[config.mk]
export PLATFORM = sky130hd
export DESIGN_NAME = backlight_control_register_bank
export DESIGN_NICKNAME = d
export VERILOG_FILES = /design/src/design/backlight_pkg.sv /design/src/design/backlight_control_register_bank.sv
export VERILOG_INCLUDE_DIRS = /design/src /design/src/design
export SDC_FILE = /design/constraint.sdc
export NUM_CORES = 1
export LEC_CHECK = 0
export ABC_AREA = 1
export BUFFER_PORTS_ARGS = -buffer_cell sky130_fd_sc_hd__clkbuf_2
export CORE_ASPECT_RATIO = 1.25
export CORE_MARGIN = 4
export CORE_UTILIZATION = 40
export DETAILED_ROUTE_END_ITERATION = 10
export GPL_ROUTABILITY_DRIVEN = 0
export GPL_TIMING_DRIVEN = 0
export PLACE_DENSITY_LB_ADDON = 0.05
export SLEW_MARGIN = 5
export SYNTH_ARGS = -nofsm -noshare
export SYNTH_HDL_FRONTEND = slang
export SYNTH_SLANG_ARGS = --single-unit
[constraint.sdc]
create_clock -name SYS_CLK -period 1.5 [get_ports SYS_CLK]
set_input_delay 0.15 -clock SYS_CLK [delete_from_list [all_inputs] [get_ports SYS_CLK]]
set_output_delay 0.15 -clock SYS_CLK [all_outputs]
set_load 0.01 [all_outputs]
[src/design/backlight_regs.svh]
`ifndef BACKLIGHT_REGS_SVH
`define BACKLIGHT_REGS_SVH

// register addresses
`define ADDR_PART_ID 8'h01
`define ADDR_CFG_PRI 8'h02
`define ADDR_CFG_SEC 8'h03
`define ADDR_BRT_LOW 8'h04
`define ADDR_BRT_HIGH 8'h05
`define ADDR_ENABLES 8'h08

// reset values
`define RST_CFG_PRI 8'hFA
`define RST_CFG_SEC 8'h8D
`define RST_BRT_LOW 3'h7
`define RST_BRT_HIGH 8'hFF
`define RST_ENABLES 7'h3F
`define RST_COMMIT_MAP 1'h1

// field positions
`define POS_OVP_HI 7
`define POS_OVP_LO 5
`define POS_OVP_RESP 4
`define POS_MAP_SEL 3
`define POS_PWM_POL 2
`define POS_RAMP_SHAPE 1
`define POS_PWM_EN 0
`define POS_MUST_ONE 7
`define POS_TRANS_HI 6
`define POS_TRANS_LO 3
`define POS_HYST_HI 2
`define POS_HYST_LO 0
`define POS_SW_RESET 7
`define POS_MASTER_EN 6

// timing: one brightness step per microsecond for transition code zero
`define STEP_TIME_NS 1000
`define STEP_CYCLES (`STEP_TIME_NS / 8)

`endif

[src/design/backlight_pkg.sv]
package backlight_pkg;
    typedef logic [7:0] reg_byte_t;
    typedef logic [10:0] brightness_t;
    typedef enum logic {
        MAP_EXPONENTIAL,
        MAP_LINEAR
    } mapping_e;
endpackage : backlight_pkg

[src/design/backlight_control_register_bank.sv]
// Overview of operation
// - over-voltage threshold code in bits 7:5, reset all ones, to boost protection
// - response bit 0 reports only; 1 (default) switches off offending string
// - mapping bit 3 selects exponential/linear; takes effect on next MSB write
// - bit 1 picks ramp shape: 0 exponential, 1 linear by default
// - bit 2 sets PWM input polarity: 0 active high, 1 active low
// - bit 0 enables PWM dimming; clear means PWM input ignored
// - bits 6:3 set fixed transition time, default 0001 for 2 ms
// - transition code 0000 steps brightness once per microsecond
// - bits 2:0 set PWM duty hysteresis, twice code in LSBs, default 10
// - 11-bit brightness from 3 low bits and 8 high bits, reset all ones
// - low-bit write held pending; high-bit write commits whole 11-bit code
// - committed code zero switches off boost converter and all sinks
// - writing 1 to enable bit 7 resets all registers; bit self-clears
// - enable bit 6 is master backlight enable, default off
// - enable bits 5:0 enable sinks six to one, default all on
// - register address advances by one after each acknowledged data byte
// - defaults restored on power-on, hardware-enable toggle, and software reset
`include "backlight_regs.svh"
`timescale 1ns/1ps
`default_nettype none

module backlight_control_register_bank
    import backlight_pkg::*;
#(
    // identification field; the value is arbitrary
    parameter logic [2:0] PART_ID_CODE = 3'h5
) (
    input wire logic SYS_CLK,
    input wire logic RESET,
    input wire logic HARDWARE_ENABLE_PIN,
    input wire logic ADDR_LOAD,
    input wire logic [7:0] ADDR_IN,
    input wire logic WR_STROBE,
    input wire logic [7:0] WR_DATA,
    input wire logic RD_ACK,
    output logic [7:0] RD_DATA,
    output logic [7:0] REG_ADDR,
    output logic [2:0] OVERVOLTAGE_THRESHOLD_CODE,
    output logic OVERVOLTAGE_RESPONSE_SELECT,
    output logic BRIGHTNESS_MAPPING_SELECT,
    output logic PWM_ACTIVE_LOW,
    output logic RAMP_SHAPE_LINEAR,
    output logic PWM_DIMMING_ENABLE,
    output logic [3:0] TRANSITION_TIME_CODE,
    output logic [4:0] DUTY_CHANGE_THRESHOLD,
    output logic [10:0] BRIGHTNESS_CODE,
    output logic BRIGHTNESS_COMMIT,
    output logic UNIT_STEP_TICK,
    output logic BOOST_AND_SINKS_OFF,
    output logic BACKLIGHT_MASTER_ENABLE,
    output logic [5:0] SINK_ENABLES
);

    // ------------------------------------------------------------
    // reset sources
    // ------------------------------------------------------------
    logic hardware_enable_pin_meta_q;
    logic hardware_enable_pin_sync_q;
    logic hardware_enable_pin_prev_q;
    logic hardware_enable_pin_toggle;
    logic soft_reset_q;
    logic [1:0] hardware_enable_pin_armed_q;
    logic defaults;

    // pin passes two flops before anything looks at it; the chain runs
    // through reset so it already holds the pin level when reset ends
    always_ff @(posedge SYS_CLK) begin
        hardware_enable_pin_meta_q <= HARDWARE_ENABLE_PIN;
        hardware_enable_pin_sync_q <= hardware_enable_pin_meta_q;
        hardware_enable_pin_prev_q <= hardware_enable_pin_sync_q;
    end

    // edge detector blind until the chain refills after reset, else a pin
    // resting high would look like a fresh toggle; a pin edge inside that window is missed
    always_ff @(posedge SYS_CLK) begin
        if (RESET) begin
            hardware_enable_pin_armed_q <= 2'h0;
        end else begin
            hardware_enable_pin_armed_q <= {hardware_enable_pin_armed_q[0], 1'h1};
        end
    end

    assign hardware_enable_pin_toggle = hardware_enable_pin_armed_q[1] && (hardware_enable_pin_sync_q ^ hardware_enable_pin_prev_q);
    // any pin change sampled once armed restores defaults, so low time need only cover one clock edge
    assign defaults = RESET || hardware_enable_pin_toggle || soft_reset_q;

    // ------------------------------------------------------------
    // address pointer
    // ------------------------------------------------------------
    logic [7:0] addr_q;

    // pointer steps after each acknowledged byte, either direction
    always_ff @(posedge SYS_CLK) begin
        if (RESET) begin
            addr_q <= 8'h00;
        end else if (ADDR_LOAD) begin
            addr_q <= ADDR_IN;
        end else if (WR_STROBE || RD_ACK) begin
            addr_q <= addr_q + 8'h01;
        end
    end

    assign REG_ADDR = addr_q;

    function automatic logic hit(input logic [7:0] a, input logic [7:0] target);
        hit = WR_STROBE && (a == target);
    endfunction : hit

    // ------------------------------------------------------------
    // configuration registers
    // ------------------------------------------------------------
    logic [2:0] ovp_code_q;
    logic ovp_resp_q;
    logic map_sel_q;
    logic pwm_pol_q;
    logic ramp_shape_q;
    logic pwm_en_q;
    logic [3:0] trans_code_q;
    logic [2:0] hyst_code_q;
    logic [2:0] brt_low_q;
    logic [7:0] brt_high_q;
    logic master_en_q;
    logic [5:0] sink_en_q;
    logic wr_cfg_pri;
    logic wr_cfg_sec;
    logic wr_enables;

    // reset images, seven bits for enables; each config and enable field below takes its own slice
    localparam logic [7:0] cfg_pri_rst = `RST_CFG_PRI;
    localparam logic [7:0] cfg_sec_rst = `RST_CFG_SEC;
    localparam logic [6:0] enables_rst = `RST_ENABLES;

    // write decodes shared by the field processes
    assign wr_cfg_pri = hit(addr_q, `ADDR_CFG_PRI);
    assign wr_cfg_sec = hit(addr_q, `ADDR_CFG_SEC);
    assign wr_enables = hit(addr_q, `ADDR_ENABLES);

    // threshold code feeds the boost protection comparator
    always_ff @(posedge SYS_CLK) begin
        if (defaults) begin
            ovp_code_q <= cfg_pri_rst[`POS_OVP_HI:`POS_OVP_LO];
        end else if (wr_cfg_pri) begin
            ovp_code_q <= WR_DATA[`POS_OVP_HI:`POS_OVP_LO];
        end
    end

    // report only, or shut off the string that tripped
    always_ff @(posedge SYS_CLK) begin
        if (defaults) begin
            ovp_resp_q <= cfg_pri_rst[`POS_OVP_RESP];
        end else if (wr_cfg_pri) begin
            ovp_resp_q <= WR_DATA[`POS_OVP_RESP];
        end
    end

    // mapping as written; the string only sees it after a high-byte commit
    always_ff @(posedge SYS_CLK) begin
        if (defaults) begin
            map_sel_q <= cfg_pri_rst[`POS_MAP_SEL];
        end else if (wr_cfg_pri) begin
            map_sel_q <= WR_DATA[`POS_MAP_SEL];
        end
    end

    // polarity of the dimming input
    always_ff @(posedge SYS_CLK) begin
        if (defaults) begin
            pwm_pol_q <= cfg_pri_rst[`POS_PWM_POL];
        end else if (wr_cfg_pri) begin
            pwm_pol_q <= WR_DATA[`POS_PWM_POL];
        end
    end

    // ramp shape applies to every current change
    always_ff @(posedge SYS_CLK) begin
        if (defaults) begin
            ramp_shape_q <= cfg_pri_rst[`POS_RAMP_SHAPE];
        end else if (wr_cfg_pri) begin
            ramp_shape_q <= WR_DATA[`POS_RAMP_SHAPE];
        end
    end

    // with dimming off the pwm input is ignored downstream
    always_ff @(posedge SYS_CLK) begin
        if (defaults) begin
            pwm_en_q <= cfg_pri_rst[`POS_PWM_EN];
        end else if (wr_cfg_pri) begin
            pwm_en_q <= WR_DATA[`POS_PWM_EN];
        end
    end

    // must-be-one bit is not stored; it always reads 1
    always_ff @(posedge SYS_CLK) begin
        if (defaults) begin
            trans_code_q <= cfg_sec_rst[`POS_TRANS_HI:`POS_TRANS_LO];
        end else if (wr_cfg_sec) begin
            trans_code_q <= WR_DATA[`POS_TRANS_HI:`POS_TRANS_LO];
        end
    end

    // hysteresis code; the doubling happens at the output
    always_ff @(posedge SYS_CLK) begin
        if (defaults) begin
            hyst_code_q <= cfg_sec_rst[`POS_HYST_HI:`POS_HYST_LO];
        end else if (wr_cfg_sec) begin
            hyst_code_q <= WR_DATA[`POS_HYST_HI:`POS_HYST_LO];
        end
    end

    // low bits only staged; reserved high bits dropped
    always_ff @(posedge SYS_CLK) begin
        if (defaults) begin
            brt_low_q <= `RST_BRT_LOW;
        end else if (hit(addr_q, `ADDR_BRT_LOW)) begin
            brt_low_q <= WR_DATA[2:0];
        end
    end

    always_ff @(posedge SYS_CLK) begin
        if (defaults) begin
            brt_high_q <= `RST_BRT_HIGH;
        end else if (hit(addr_q, `ADDR_BRT_HIGH)) begin
            brt_high_q <= WR_DATA;
        end
    end

    // master enable kept apart from the sinks so the zero-code gate stays simple
    always_ff @(posedge SYS_CLK) begin
        if (defaults) begin
            master_en_q <= enables_rst[`POS_MASTER_EN];
        end else if (wr_enables) begin
            master_en_q <= WR_DATA[`POS_MASTER_EN];
        end
    end

    // one enable per current sink, bit 0 for sink one
    always_ff @(posedge SYS_CLK) begin
        if (defaults) begin
            sink_en_q <= enables_rst[5:0];
        end else if (wr_enables) begin
            sink_en_q <= WR_DATA[5:0];
        end
    end

    // reset bit is a pulse that clears next cycle; it reads back zero because the read mux puts a constant 0 in bit 7
    always_ff @(posedge SYS_CLK) begin
        if (RESET || soft_reset_q) begin
            soft_reset_q <= 1'h0;
        end else begin
            soft_reset_q <= hit(addr_q, `ADDR_ENABLES) && WR_DATA[`POS_SW_RESET];
        end
    end

    // ------------------------------------------------------------
    // committed brightness and mapping
    // ------------------------------------------------------------
    logic [10:0] code_q;
    logic map_q;
    logic commit_q;

    // high write commits staged low bits and the current mapping together
    always_ff @(posedge SYS_CLK) begin
        if (defaults) begin
            code_q <= {`RST_BRT_HIGH, `RST_BRT_LOW};
            map_q <= `RST_COMMIT_MAP;
            commit_q <= 1'h0;
        end else begin
            commit_q <= hit(addr_q, `ADDR_BRT_HIGH);
            if (hit(addr_q, `ADDR_BRT_HIGH)) begin
                code_q <= {WR_DATA, brt_low_q};
                map_q <= map_sel_q;
            end
        end
    end

    // ------------------------------------------------------------
    // microsecond step tick for transition code zero
    // ------------------------------------------------------------
    logic [6:0] step_cnt_q;
    logic tick_q;

    always_ff @(posedge SYS_CLK) begin
        if (RESET) begin
            step_cnt_q <= 7'h00;
            tick_q <= 1'h0;
        end else if (step_cnt_q == 7'((`STEP_CYCLES) - 1)) begin
            step_cnt_q <= 7'h00;
            tick_q <= 1'h1;
        end else begin
            step_cnt_q <= step_cnt_q + 7'h01;
            tick_q <= 1'h0;
        end
    end

    // ------------------------------------------------------------
    // read mux
    // ------------------------------------------------------------
    logic [7:0] rd_q;

    // unmapped addresses read zero
    always_ff @(posedge SYS_CLK) begin
        if (RESET) begin
            rd_q <= 8'h00;
        end else begin
            unique case (addr_q)
                `ADDR_PART_ID: rd_q <= {2'h0, PART_ID_CODE, 3'h0};
                `ADDR_CFG_PRI: rd_q <= {ovp_code_q, ovp_resp_q, map_sel_q, pwm_pol_q, ramp_shape_q, pwm_en_q};
                `ADDR_CFG_SEC: rd_q <= {1'h1, trans_code_q, hyst_code_q};
                `ADDR_BRT_LOW: rd_q <= {5'h00, brt_low_q};
                `ADDR_BRT_HIGH: rd_q <= brt_high_q;
                `ADDR_ENABLES: rd_q <= {1'h0, master_en_q, sink_en_q};
                default: rd_q <= 8'h00;
            endcase
        end
    end

    // ------------------------------------------------------------
    // outputs to the backlight logic
    // ------------------------------------------------------------
    logic zero_code;

    assign zero_code = (code_q == 11'h000);
    assign RD_DATA = rd_q;
    assign OVERVOLTAGE_THRESHOLD_CODE = ovp_code_q;
    assign OVERVOLTAGE_RESPONSE_SELECT = ovp_resp_q;
    assign BRIGHTNESS_MAPPING_SELECT = map_q;
    assign PWM_ACTIVE_LOW = pwm_pol_q;
    assign RAMP_SHAPE_LINEAR = ramp_shape_q;
    assign PWM_DIMMING_ENABLE = pwm_en_q;
    assign TRANSITION_TIME_CODE = trans_code_q;
    // hysteresis in LSBs is twice the code
    assign DUTY_CHANGE_THRESHOLD = {1'h0, hyst_code_q, 1'h0};
    assign BRIGHTNESS_CODE = code_q;
    assign BRIGHTNESS_COMMIT = commit_q;
    assign UNIT_STEP_TICK = tick_q;
    assign BOOST_AND_SINKS_OFF = zero_code;
    assign BACKLIGHT_MASTER_ENABLE = master_en_q && !zero_code;
    assign SINK_ENABLES = zero_code ? 6'h00 : sink_en_q;

endmodule : backlight_control_register_bank

`default_nettype wire

* Yosys cells after proc, flatten, opt, wreduce, memory -nomap -nowiden
Index checks and enable logic that the tools add are counted.
** Word-level totals
- Register bits :: 76
- Output and inout port bits :: 54
- Word-level logic and storage cells :: 57
** Operators by class
- Add/sub/neg operators :: 2
- Eq/ne operators :: 7
- Multiplexer cells :: 6
- Bitwise logic cells :: 1
- Reductions and logical operators :: 16
** Operators with widths (count)
- one-hot mux 8 bit (6 select lines) :: 1
- == test 8 x 2 -> 1 bit, second input constant :: 2
- == test 8 x 3 -> 1 bit, second input constant :: 2
- 2-to-1 mux 8 bit :: 2
- logical NOT 11 bit :: 1
- adder 8 x 1 -> 8 bit, second input constant :: 1
- == test 8 x 1 -> 1 bit, second input constant :: 1
- == test 8 x 4 -> 1 bit, second input constant :: 1
- logical AND 1 bit :: 8
- adder 7 x 1 -> 7 bit, second input constant :: 1
- == test 7 bit, second input constant :: 1
- 2-to-1 mux 6 bit :: 1
- logical OR 1 bit :: 4
- 2-to-1 mux 1 bit :: 2
- nonzero test 2 bit :: 1
- OR reduction 2 bit :: 1
- logical NOT 1 bit :: 1
- XOR 1 bit :: 1

* Longest topological paths before layout
Gate-level depths: netlist (run 1).
- Depth after elaboration :: 4
- Mapped depth :: 9
- Mapped depth without buffers :: 9

* Least setup slack after synthesis (run 1)
No wires, ideal clock.
- Path type :: flip-flop to flip-flop
- Start :: register addr_q[0], in the netlist REG_ADDR[0]
- End :: register pwm_pol_q, in the netlist PWM_ACTIVE_LOW
- Library setup time :: 0.114 ns
- Arrival time :: 1.314 ns
- Required time :: 1.386 ns
- Setup slack :: 0.072 ns
- Stages on the path, launching flop included :: 10
- Clock period less this slack :: 1.428 ns
- Path through :: dfxtp_1 inv_1 ha_1 inv_1 nor2_8 nand2_4 nor2_4 buf_6 o21ai_2 nor2_2
** Between the ends
- Longest elaborated chain between the ends :: 2
** Ends and longest elaborated chain
- start, declared :: line backlight_control_register_bank.sv:91 : logic [7:0] addr_q;
- start signal, assigned :: line backlight_control_register_bank.sv:100 : addr_q <= addr_q + 8'h01;
- == test 8 x 2 -> 1 bit :: line backlight_control_register_bank.sv:107 : hit = WR_STROBE && (a == target);
- logical AND 1 bit :: line backlight_control_register_bank.sv:107
- end signal, assigned :: line backlight_control_register_bank.sv:169 : pwm_pol_q <= cfg_pri_rst[`POS_PWM_POL];
- end signal, assigned :: line backlight_control_register_bank.sv:171 : pwm_pol_q <= WR_DATA[`POS_PWM_POL];
- end, declared :: line backlight_control_register_bank.sv:116 : logic pwm_pol_q;
Every way passes these cells.
A chain may end at the register's enable or synchronous reset.

==> impl_metrics.tcl, run 1 <==
set metrics [dict create \
    initial_utilization 0.409 \
    final_core_utilization 0.525 \
    endpoint_kind "primary output" \
    rsz0062_at_grt "yes" \
    io_buffer_count 71 \
    clock_skew_ps 12.0 \
    synthArstFlopShare 0 \
    dr_total_vias 2993 \
    combPwrFrac 0.125 \
    report.final.hold_viol_count 0 \
    register_area_sq_um 1390 \
    ir_drop_uv 655 \
    r2r_start "REG_ADDR[0]" \
    grt_usage 0.192 \
    clk_pin_slew_ps 70 \
    worst_pin_slew_ps 694 \
    die_h_microns 107 \
    totalPowerFinal_mw 4.04 \
    p_leak_nw 2.03 \
    switching_share 0.263 \
    final_common_cell "nand2_1" \
    synthToLayoutAreaGrowth_pct 28.5 \
    r2r_end "TRANSITION_TIME_CODE[1]" \
    antenna_found_initial 0 \
    die_area_sq_um 9410 \
    root_buffer "clkbuf_8" \
    viasPerCell 4.90 \
    p_sw_mw 1.06 \
    synth_cells 418 \
    arrival_ps 1530 \
    grt_pass1_vias 2747 \
    p_int_mw 2.98 \
    stdcell_area_sq_um 4070 \
    dpl.hpwl_mm 6.50 \
    drt_iter0_drc 165 \
    wirelength_mm 8.79 \
    htreeDepth 3 \
    seq_area_frac_synth 0.430 \
    min_path_cells 3 \
    relSlewSlack 0.537 \
    failed_checks "negative setup slack" \
    io_pins 76 \
    crit_start "brt_high_q[6]" \
    clock_latency_ps 340 \
    rows 36 \
    cts.sinks 68 \
    dp_slack_ps -84.6 \
    powerDensity_nw_per_um2 993 \
    startpoint_type "flip-flop" \
    max-clock-path-buffers 2 \
    synth_edf_count 0 \
    clkPwrFrac 0.400 \
    seqPwrFrac 0.475 \
    layout_setup_ws_ps -179 \
    die-width_microns 87.6 \
    ant_nets 0 \
    cts_tree "built" \
    worst-setup-path-type "reg -> out" \
    yosys-top-cells-area "dfxtp_1, nand2_1, nand3_1" \
    synth_top_area_frac 0.430 \
    slew_violations 0 \
    ys_types 38 \
    avgSynthCellArea_sq_um 7.58 \
    grt_max_degree 12 \
    drv_cap 0 \
    wl_per_cell_microns 14.4 \
    core_sq_um 7750 \
    worst-endpoint-required_ps 1350 \
    hp-start "ADDR_IN[1]" \
    multi_input_area_sq_um 1610 \
    post_dp_cell_area_sq_um 3640 \
    layout_common_cells "nand2_1, clkbuf_2, nand3_1" \
    syn_area_sq_um 3170 \
    max_freq_ghz 0.595 \
    drc_errors 0 \
    numCtsBuffers 9 \
    dr.pass1.iters 5 \
    status "complete, but fails checks" \
    layout_min_cycle_time_ps 1680 \
    n_antenna_cell 0 \
    period_share 1.12 \
    stdcell_count 611 \
    synth-seq-cells 68 \
    numPlacedInstances 585 \
    yosysWarnings 0 \
    ys.flop_type "dfxtp_1" \
    finalSetupViolCount 8 \
    synth_top_cell_by_area "dfxtp_1" \
    drive_gt1_frac 0.329 \
    min_path_type "in -> reg" \
    cp_max_fo 8 \
    reg2reg_slack_ps 100 \
    holdPathEnd "REG_ADDR[1]" \
    grt_pass1_wl_mm 13.8 \
    reg2regPathDepth 7 \
    layout.nets 540 \
    nFillCells 788 \
    grt.overflow.total 0 \
]
-- per-layer routing --
layer,share of wire,track usage,vias up
li1,-,-,1537
met1,0.42,0.236,1356
met2,0.51,0.331,87
met3,0.051,0.0429,13
met4,0.019,0.0581,0
met5,0,0,-
-- power groups by stage --
| stage | sequential, mW | combinational, mW | clock [mW] |
|---|---|---|---|
| after floorplan | 1.97 | 0.297 | 0 |
| after global placement | 1.96 | 0.464 | 0 |
| after detailed placement | 1.96 | 0.472 | 0 |
| after CTS | 1.92 | 0.475 | 1.65 |
| after global routing | 1.93 | 0.566 | 1.72 |
| final | 1.92 | 0.506 | 1.62 |
-- worst max path at each step --
stage          cells after the start                      end  slack (ps)
5_1_grt                            5          SINK_ENABLES[5]        -260
3_5_place_dp                       9           PWM_ACTIVE_LOW         -80
2_1_floorplan                      9           PWM_ACTIVE_LOW          70
6_report                           4  BACKLIGHT_MASTER_ENABLE        -180
3_3_place_gp                       9               RD_DATA[5]         -40
4_1_cts                            5  BACKLIGHT_MASTER_ENABLE        -210
-- area by class of cell --
class / count / area share
multi-input cells: 292 / 0.396
flip-flops and latches: 68 / 0.340
repair buffers: 82 / 0.111
inverters: 41 / 0.0390
plain buffers: 18 / 0.0338
clock buffers: 11 / 0.0323
well taps: 95 / 0.0292
clock inverters: 4 / 0.0184
-- cell usage after synthesis, types with 3 or more instances --
master,number
o211ai_1,7
nand2_4,4
o211ai_2,5
buf_4,3
buf_2,7
nor2_8,3
nor3_1,3
ha_1,6
nor2_2,7
nand3_1,62
a21oi_1,14
dfxtp_1,68
inv_2,4
o21ai_0,10
o21ai_1,3
inv_1,36
buf_6,6
nand2_1,94
nor2_1,52
-- critical path: stages, from the launching register on --
cell     delay [ps]
dfxtp_2         340
or3_4           400
nor2_4          250
nor2_2           70
buf_2           140
-- sequential cells by signal, indices dropped and copies added (netlist names), 2 cells and up --
register                     flops
RD_DATA                          8
TRANSITION_TIME_CODE             4
OVERVOLTAGE_THRESHOLD_CODE       3
hyst_code_q                      3
sink_en_q                        6
brt_high_q                       8
hardware_enable_pin_armed_q      2
REG_ADDR                         8
BRIGHTNESS_CODE                  3
brt_low_q                        3
step_cnt_q                       7
-- per-stage QoR --
step / hold WS, ps / TNS [ps]
6_report: 55.4 / -1330
4_1_cts: 42.5 / -1560
5_1_grt: 53.8 / -1970
3_5_place_dp: 254 / -1380
2_1_floorplan: 178 / 0
3_3_place_gp: 253 / -288
-- cells by family after synthesis --
logic type,Yosys count,synth area share
adders and majority gates,6,0.0237
other,1,0.00118
DFF,68,0.430
AOI/OAI and AO/OA,43,0.0885
buffers and inverters,59,0.0913
and+or+nand+nor,240,0.363
xor gates and xnor gates,1,0.00277
-- what timing repair did --
| action | in CTS | in global routing |
|---|---|---|
| setup buffers | 1 | 7 |
| hold buffers | 1 | 0 |
| hold endpoints to repair | 1 | 0 |
| pin swaps | 6 | 11 |
| resized for setup | 13 | 31 |
| gates cloned | 0 | 2 |
| setup endpoints to repair | 48 | 49 |
(Power assumes the default switching activity.)
==> inputs of run 2 (changes only) <==
- CORE_ASPECT_RATIO: 1.25 -> unset
==> impl_metrics.tcl, run 2 (same netlist as run 1, synthesis figures left out) <==
set metrics [dict create \
    layout.nets 539 \
    p_sw_mw 1.05 \
    clock_skew_ps 6.86 \
    p_int_mw 3.03 \
    cp_max_fo 8 \
    dp_slack_ps -90.0 \
    post_dp_cell_area_sq_um 3650 \
    grt_pass1_wl_mm 14.1 \
    viasPerCell 4.87 \
    initial_utilization 0.410 \
    grt_max_degree 12 \
    root_buffer "clkbuf_8" \
    die_h_microns 97.0 \
    numCtsBuffers 9 \
    layout_common_cells "nand2_1, clkbuf_2, dfxtp_1, nand3_1, nor2_1" \
    clk_pin_slew_ps 70 \
    grt_pass1_vias 2860 \
    clkPwrFrac 0.407 \
    drt_iter0_drc 130 \
    synthToLayoutAreaGrowth_pct 28.5 \
    htreeDepth 3 \
    grt_usage 0.185 \
    ant_nets 0 \
    final_common_cell "nand2_1" \
    cts_tree "built" \
    io_buffer_count 71 \
    finalSetupViolCount 8 \
    max_freq_ghz 0.585 \
    endpoint_kind "primary output" \
    drive_gt1_frac 0.322 \
    grt.overflow.total 0 \
    max-clock-path-buffers 2 \
    dr.pass1.iters 4 \
    layout_setup_ws_ps -210 \
    worst_pin_slew_ps 692 \
    core_sq_um 7730 \
    status "complete, but fails checks" \
    slew_violations 0 \
    fin_setup_tns_ps -1630 \
    wl_per_cell_microns 14.1 \
    drc_errors 0 \
    die_area_sq_um 9400 \
    relSlewSlack 0.538 \
    stdcell_area_sq_um 4070 \
    startpoint_type "flip-flop" \
    ir_drop_uv 475 \
    p_leak_nw 2.02 \
    worst-setup-path-type "reg -> out" \
    switching_share 0.258 \
    report.final.hold_viol_count 0 \
    die-width_microns 97.0 \
    min_path_type "in -> reg" \
    worst-endpoint-required_ps 1350 \
    powerDensity_nw_per_um2 1000 \
    cts.sinks 68 \
    clock_latency_ps 350 \
    dr_total_vias 3009 \
    n_antenna_cell 0 \
    wirelength_mm 8.74 \
    rows 32 \
    period_share 1.14 \
    arrival_ps 1560 \
    drv_cap 0 \
    rsz0062_at_grt "yes" \
    antenna_found_initial 0 \
    io_pins 76 \
    failed_checks "negative setup slack" \
    seqPwrFrac 0.470 \
    combPwrFrac 0.124 \
    dpl.hpwl_mm 6.38 \
    layout_min_cycle_time_ps 1710 \
]
-- run 2: changes by cell type in the layout (fill, tap and decap cells not counted), sizes merged --
| cell | before | now |
|---|---|---|
| clkinv | 0 | 1 |
| clkinvlp | 2 | 1 |
-- run 2: what timing repair did --
item                                    4_1_cts  5_1_grt
endpoints found under the setup margin       50       48
hold endpoints to repair                      1        0
resized for setup                            10       23
pin swaps                                     6        9
cloned                                        0        1
hold buffers                                  1        0
setup buffers                                 2        6
-- run 2: layout make-up --
class | count | area (sq um)
Inverter | 41 | 159
Fill cell | 781 | 3660
Sequential cell | 68 | 1380
Clock buffer | 12 | 145
Buffer | 18 | 136
Timing Repair Buffer | 81 | 470
Clock inverter | 4 | 72.6
Multi-Input combinational cell | 292 | 1580
Tap cell | 102 | 128
-- run 2: path summary, 6_finish.rpt --
check	from	endpoint	slack, ps	depth (start not counted)
setup / recovery	BRIGHTNESS_CODE[0]	BACKLIGHT_MASTER_ENABLE	-210	5
hold / removal	WR_DATA[7]	OVERVOLTAGE_THRESHOLD_CODE[2]	50	3
setup reg to reg	REG_ADDR[0]	sink_en_q[2]	70	8
hold reg to reg	hardware_enable_pin_meta_q	hardware_enable_pin_sync_q	340	0
-- run 2: per-layer routing --
layer / wire length (microns) / vias up / GRT usage
li1: - / 1535 / -
met1: 4090 / 1382 / 0.247
met2: 4000 / 81 / 0.287
met3: 534 / 11 / 0.0620
met4: 126 / 0 / 0.0518
met5: 0 / - / 0
-- run 2: power groups by stage --
stage | combinational, mW | sequential [mW] | clock (mW)
after floorplan | 0.297 | 1.97 | 0
after global placement | 0.467 | 1.96 | 0
after detailed placement | 0.468 | 1.96 | 0
after CTS | 0.476 | 1.92 | 1.71
after global routing | 0.562 | 1.93 | 1.79
final | 0.505 | 1.92 | 1.66
-- run 2: critical path, stage by stage (launching register included) --
cell,delay [ps]
dfxtp_2,340
nor4_4,320
nand2_1,130
nor2_4,220
nor2_1,70
clkbuf_2,130
-- run 2: per-stage QoR --
stage | hold slack (ps) | cells | util | power [mW]
global route | 42.2 | 618 | 0.527 | 4.28
floorplan | 178 | 419 | - | 2.26
global placement | 258 | 592 | 0.473 | 2.42
CTS | 33.9 | 611 | 0.509 | 4.10
finish | 45.4 | 618 | 0.527 | 4.09
detailed placement | 256 | 592 | 0.473 | 2.43
==> inputs of run 3 (changes only) <==
--- a/config.mk
+++ b/config.mk
@@ -10,3 +10,3 @@
 export BUFFER_PORTS_ARGS = -buffer_cell sky130_fd_sc_hd__clkbuf_2
-export CORE_MARGIN = 4
+export CORE_MARGIN = 8
 export CORE_UTILIZATION = 40
--- a/constraint.sdc
+++ b/constraint.sdc
@@ -3,2 +3,2 @@
 set_output_delay 0.15 -clock SYS_CLK [all_outputs]
-set_load 0.01 [all_outputs]
+set_load 0.05 [all_outputs]
==> impl_metrics.tcl, run 3 (same netlist as run 1, synthesis figures left out) <==
set metrics [dict create \
    status "complete, but fails checks" \
    failed_checks "negative setup slack" \
    io_buffer_count 71 \
    crit_chain "nor4_4 -> nand2_2 -> nor2_4 -> buf_12 -> clkbuf_8" \
    met1_usage 0.215 \
    use_met3 0.0547 \
    slew_violations 0 \
    cts.sinks 68 \
    p_int_mw 2.68 \
    rows 32 \
    max_freq_ghz 0.551 \
    die-width_microns 105 \
    nFillCells 782 \
    report.final.hold_viol_count 0 \
    layout.nets 544 \
    antenna_found_initial 0 \
    cp_max_fo 6 \
    busiest_layer "met2" \
    min_path_type "in -> reg" \
    grt_max_degree 12 \
    worst-endpoint-required_ps 1350 \
    final_common_cell "nand2_1" \
    crit_slowest_cell "dfxtp_4" \
    p_sw_mw 1.17 \
    endpoint "BOOST_AND_SINKS_OFF" \
    wl_per_cell_microns 14.6 \
    layout_common_cells "nand2_1, clkbuf_2, nand3_1" \
    die_area_sq_um 11000 \
    root_buffer "clkbuf_8" \
    switching_share 0.305 \
    drt_iter0_drc 217 \
    startpoint_type "flip-flop" \
    viasPerCell 4.91 \
    final_core_utilization 0.559 \
    powerDensity_nw_per_um2 896 \
    cts_tree "built" \
    clk_pin_slew_ps 70 \
    clock_latency_ps 340 \
    critPathMaxStageDelay_ps 360 \
    drc_errors 0 \
    htreeDepth 3 \
    core_sq_um 7690 \
    combPwrFrac 0.180 \
    r2r_start "REG_ADDR[1]" \
    period_share 1.21 \
    max-clock-path-buffers 2 \
    drv_cap 0 \
    numPlacedInstances 592 \
    clkPwrFrac 0.322 \
    seqPwrFrac 0.498 \
    drive_gt1_frac 0.372 \
    dr.pass1.iters 4 \
    ant_nets 0 \
    reg2reg_slack_ps 90 \
    grt_pass1_vias 2979 \
    grt_usage 0.168 \
    n_antenna_cell 0 \
    die_h_microns 105 \
    io_pins 76 \
    stdcell_count 623 \
    dr_total_vias 3061 \
    numCtsBuffers 9 \
    grt.overflow.total 0 \
    grt_pass1_wl_mm 15.0 \
    arrival_ps 1670 \
    layout_min_cycle_time_ps 1820 \
    initial_utilization 0.412 \
    rsz0062_at_grt "yes" \
    use_met2 0.264 \
    wirelength_mm 9.12 \
    hold_slack_ps 40.4 \
    dp_slack_ps -417 \
    synthToLayoutAreaGrowth_pct 35.7 \
    crit_start "BRIGHTNESS_CODE[0]" \
    worst-setup-path-type "reg -> out" \
    r2r_end "brt_high_q[4]" \
    p_leak_nw 2.11 \
    reg2regPathDepth 8 \
    ir_drop_uv 723 \
    clock_skew_ps 8.38 \
    relSlewSlack 0.566 \
    finalSetupViolCount 8 \
    dpl.hpwl_mm 6.70 \
    worst_pin_slew_ps 650 \
    layout_setup_ws_ps -316 \
    endpoint_kind "primary output" \
]
## run 3: cell count changes in the layout (fill, tap and decap cells not counted), sizes merged
cell    change
inv         -1
clkbuf      -3
bufinv      -2
clkinv      +2
buf         +9
## run 3: metrics by stage
step | area, sq um | setup TNS, ps | total power, mW
6_report | 4300 | -2440 | 3.85
5_1_grt | 4300 | -2950 | 4.06
4_1_cts | 4070 | -2350 | 3.82
3_5_place_dp | 3760 | -3090 | 2.56
3_3_place_gp | 3760 | -3090 | 2.56
2_1_floorplan | 3270 | -1300 | 2.39
## run 3: what timing repair did
item                       in CTS  in global routing
hold endpoints to repair        1                  0
pin swaps                      12                 13
cloned                          0                  2
resized for setup              21                 40
setup endpoints to repair      33                 39
hold buffers                    1                  0
setup buffers                   4                  8
## run 3: how the worst min path moves through the flow
| stage | start | end | slack (ps) | cells after the start |
|---|---|---|---|---|
| CTS | ADDR_IN[0] | REG_ADDR[0] | 30 | 3 |
| global placement | HARDWARE_ENABLE_PIN | hardware_enable_pin_meta_q | 260 | 1 |
| floorplan | HARDWARE_ENABLE_PIN | hardware_enable_pin_meta_q | 180 | 0 |
| detailed placement | HARDWARE_ENABLE_PIN | hardware_enable_pin_meta_q | 270 | 1 |
| global route | ADDR_IN[0] | REG_ADDR[0] | 30 | 3 |
| finish | ADDR_IN[0] | REG_ADDR[0] | 40 | 3 |
## run 3: critical path: cells and delay by family, from the launching register on
| family | cells | cell delay, ps |
|---|---|---|
| simple gates | 3 | 620 |
| buf+inv | 2 | 330 |
| flops | 1 | 360 |
## run 3: power by group through the flow
stage | clock, mW | sequential, mW | combinational, mW
after floorplan | 0 | 2.08 | 0.316
after global placement | 0 | 1.95 | 0.605
after detailed placement | 0 | 1.95 | 0.609
after CTS | 1.28 | 1.91 | 0.623
after global routing | 1.38 | 1.93 | 0.753
final | 1.24 | 1.92 | 0.692
## run 3: metal layers
layer / wire length, microns / share of wire / vias up
met5: 0 / 0 / -
met4: 106 / 0.012 / 0
met3: 684 / 0.075 / 11
met2: 4180 / 0.46 / 88
met1: 4150 / 0.46 / 1414
li1: - / - / 1548
## run 3: area by class of cell
type,instances,area [sq um],area share
Tap cell,102,128,0.0297
Clock inverter,3,15.0,0.00349
Timing Repair Buffer,86,608,0.142
Clock buffer,13,139,0.0323
Inverter,41,173,0.0402
Buffer,18,139,0.0323
Multi-Input combinational cell,292,1690,0.393
Sequential cell,68,1410,0.327
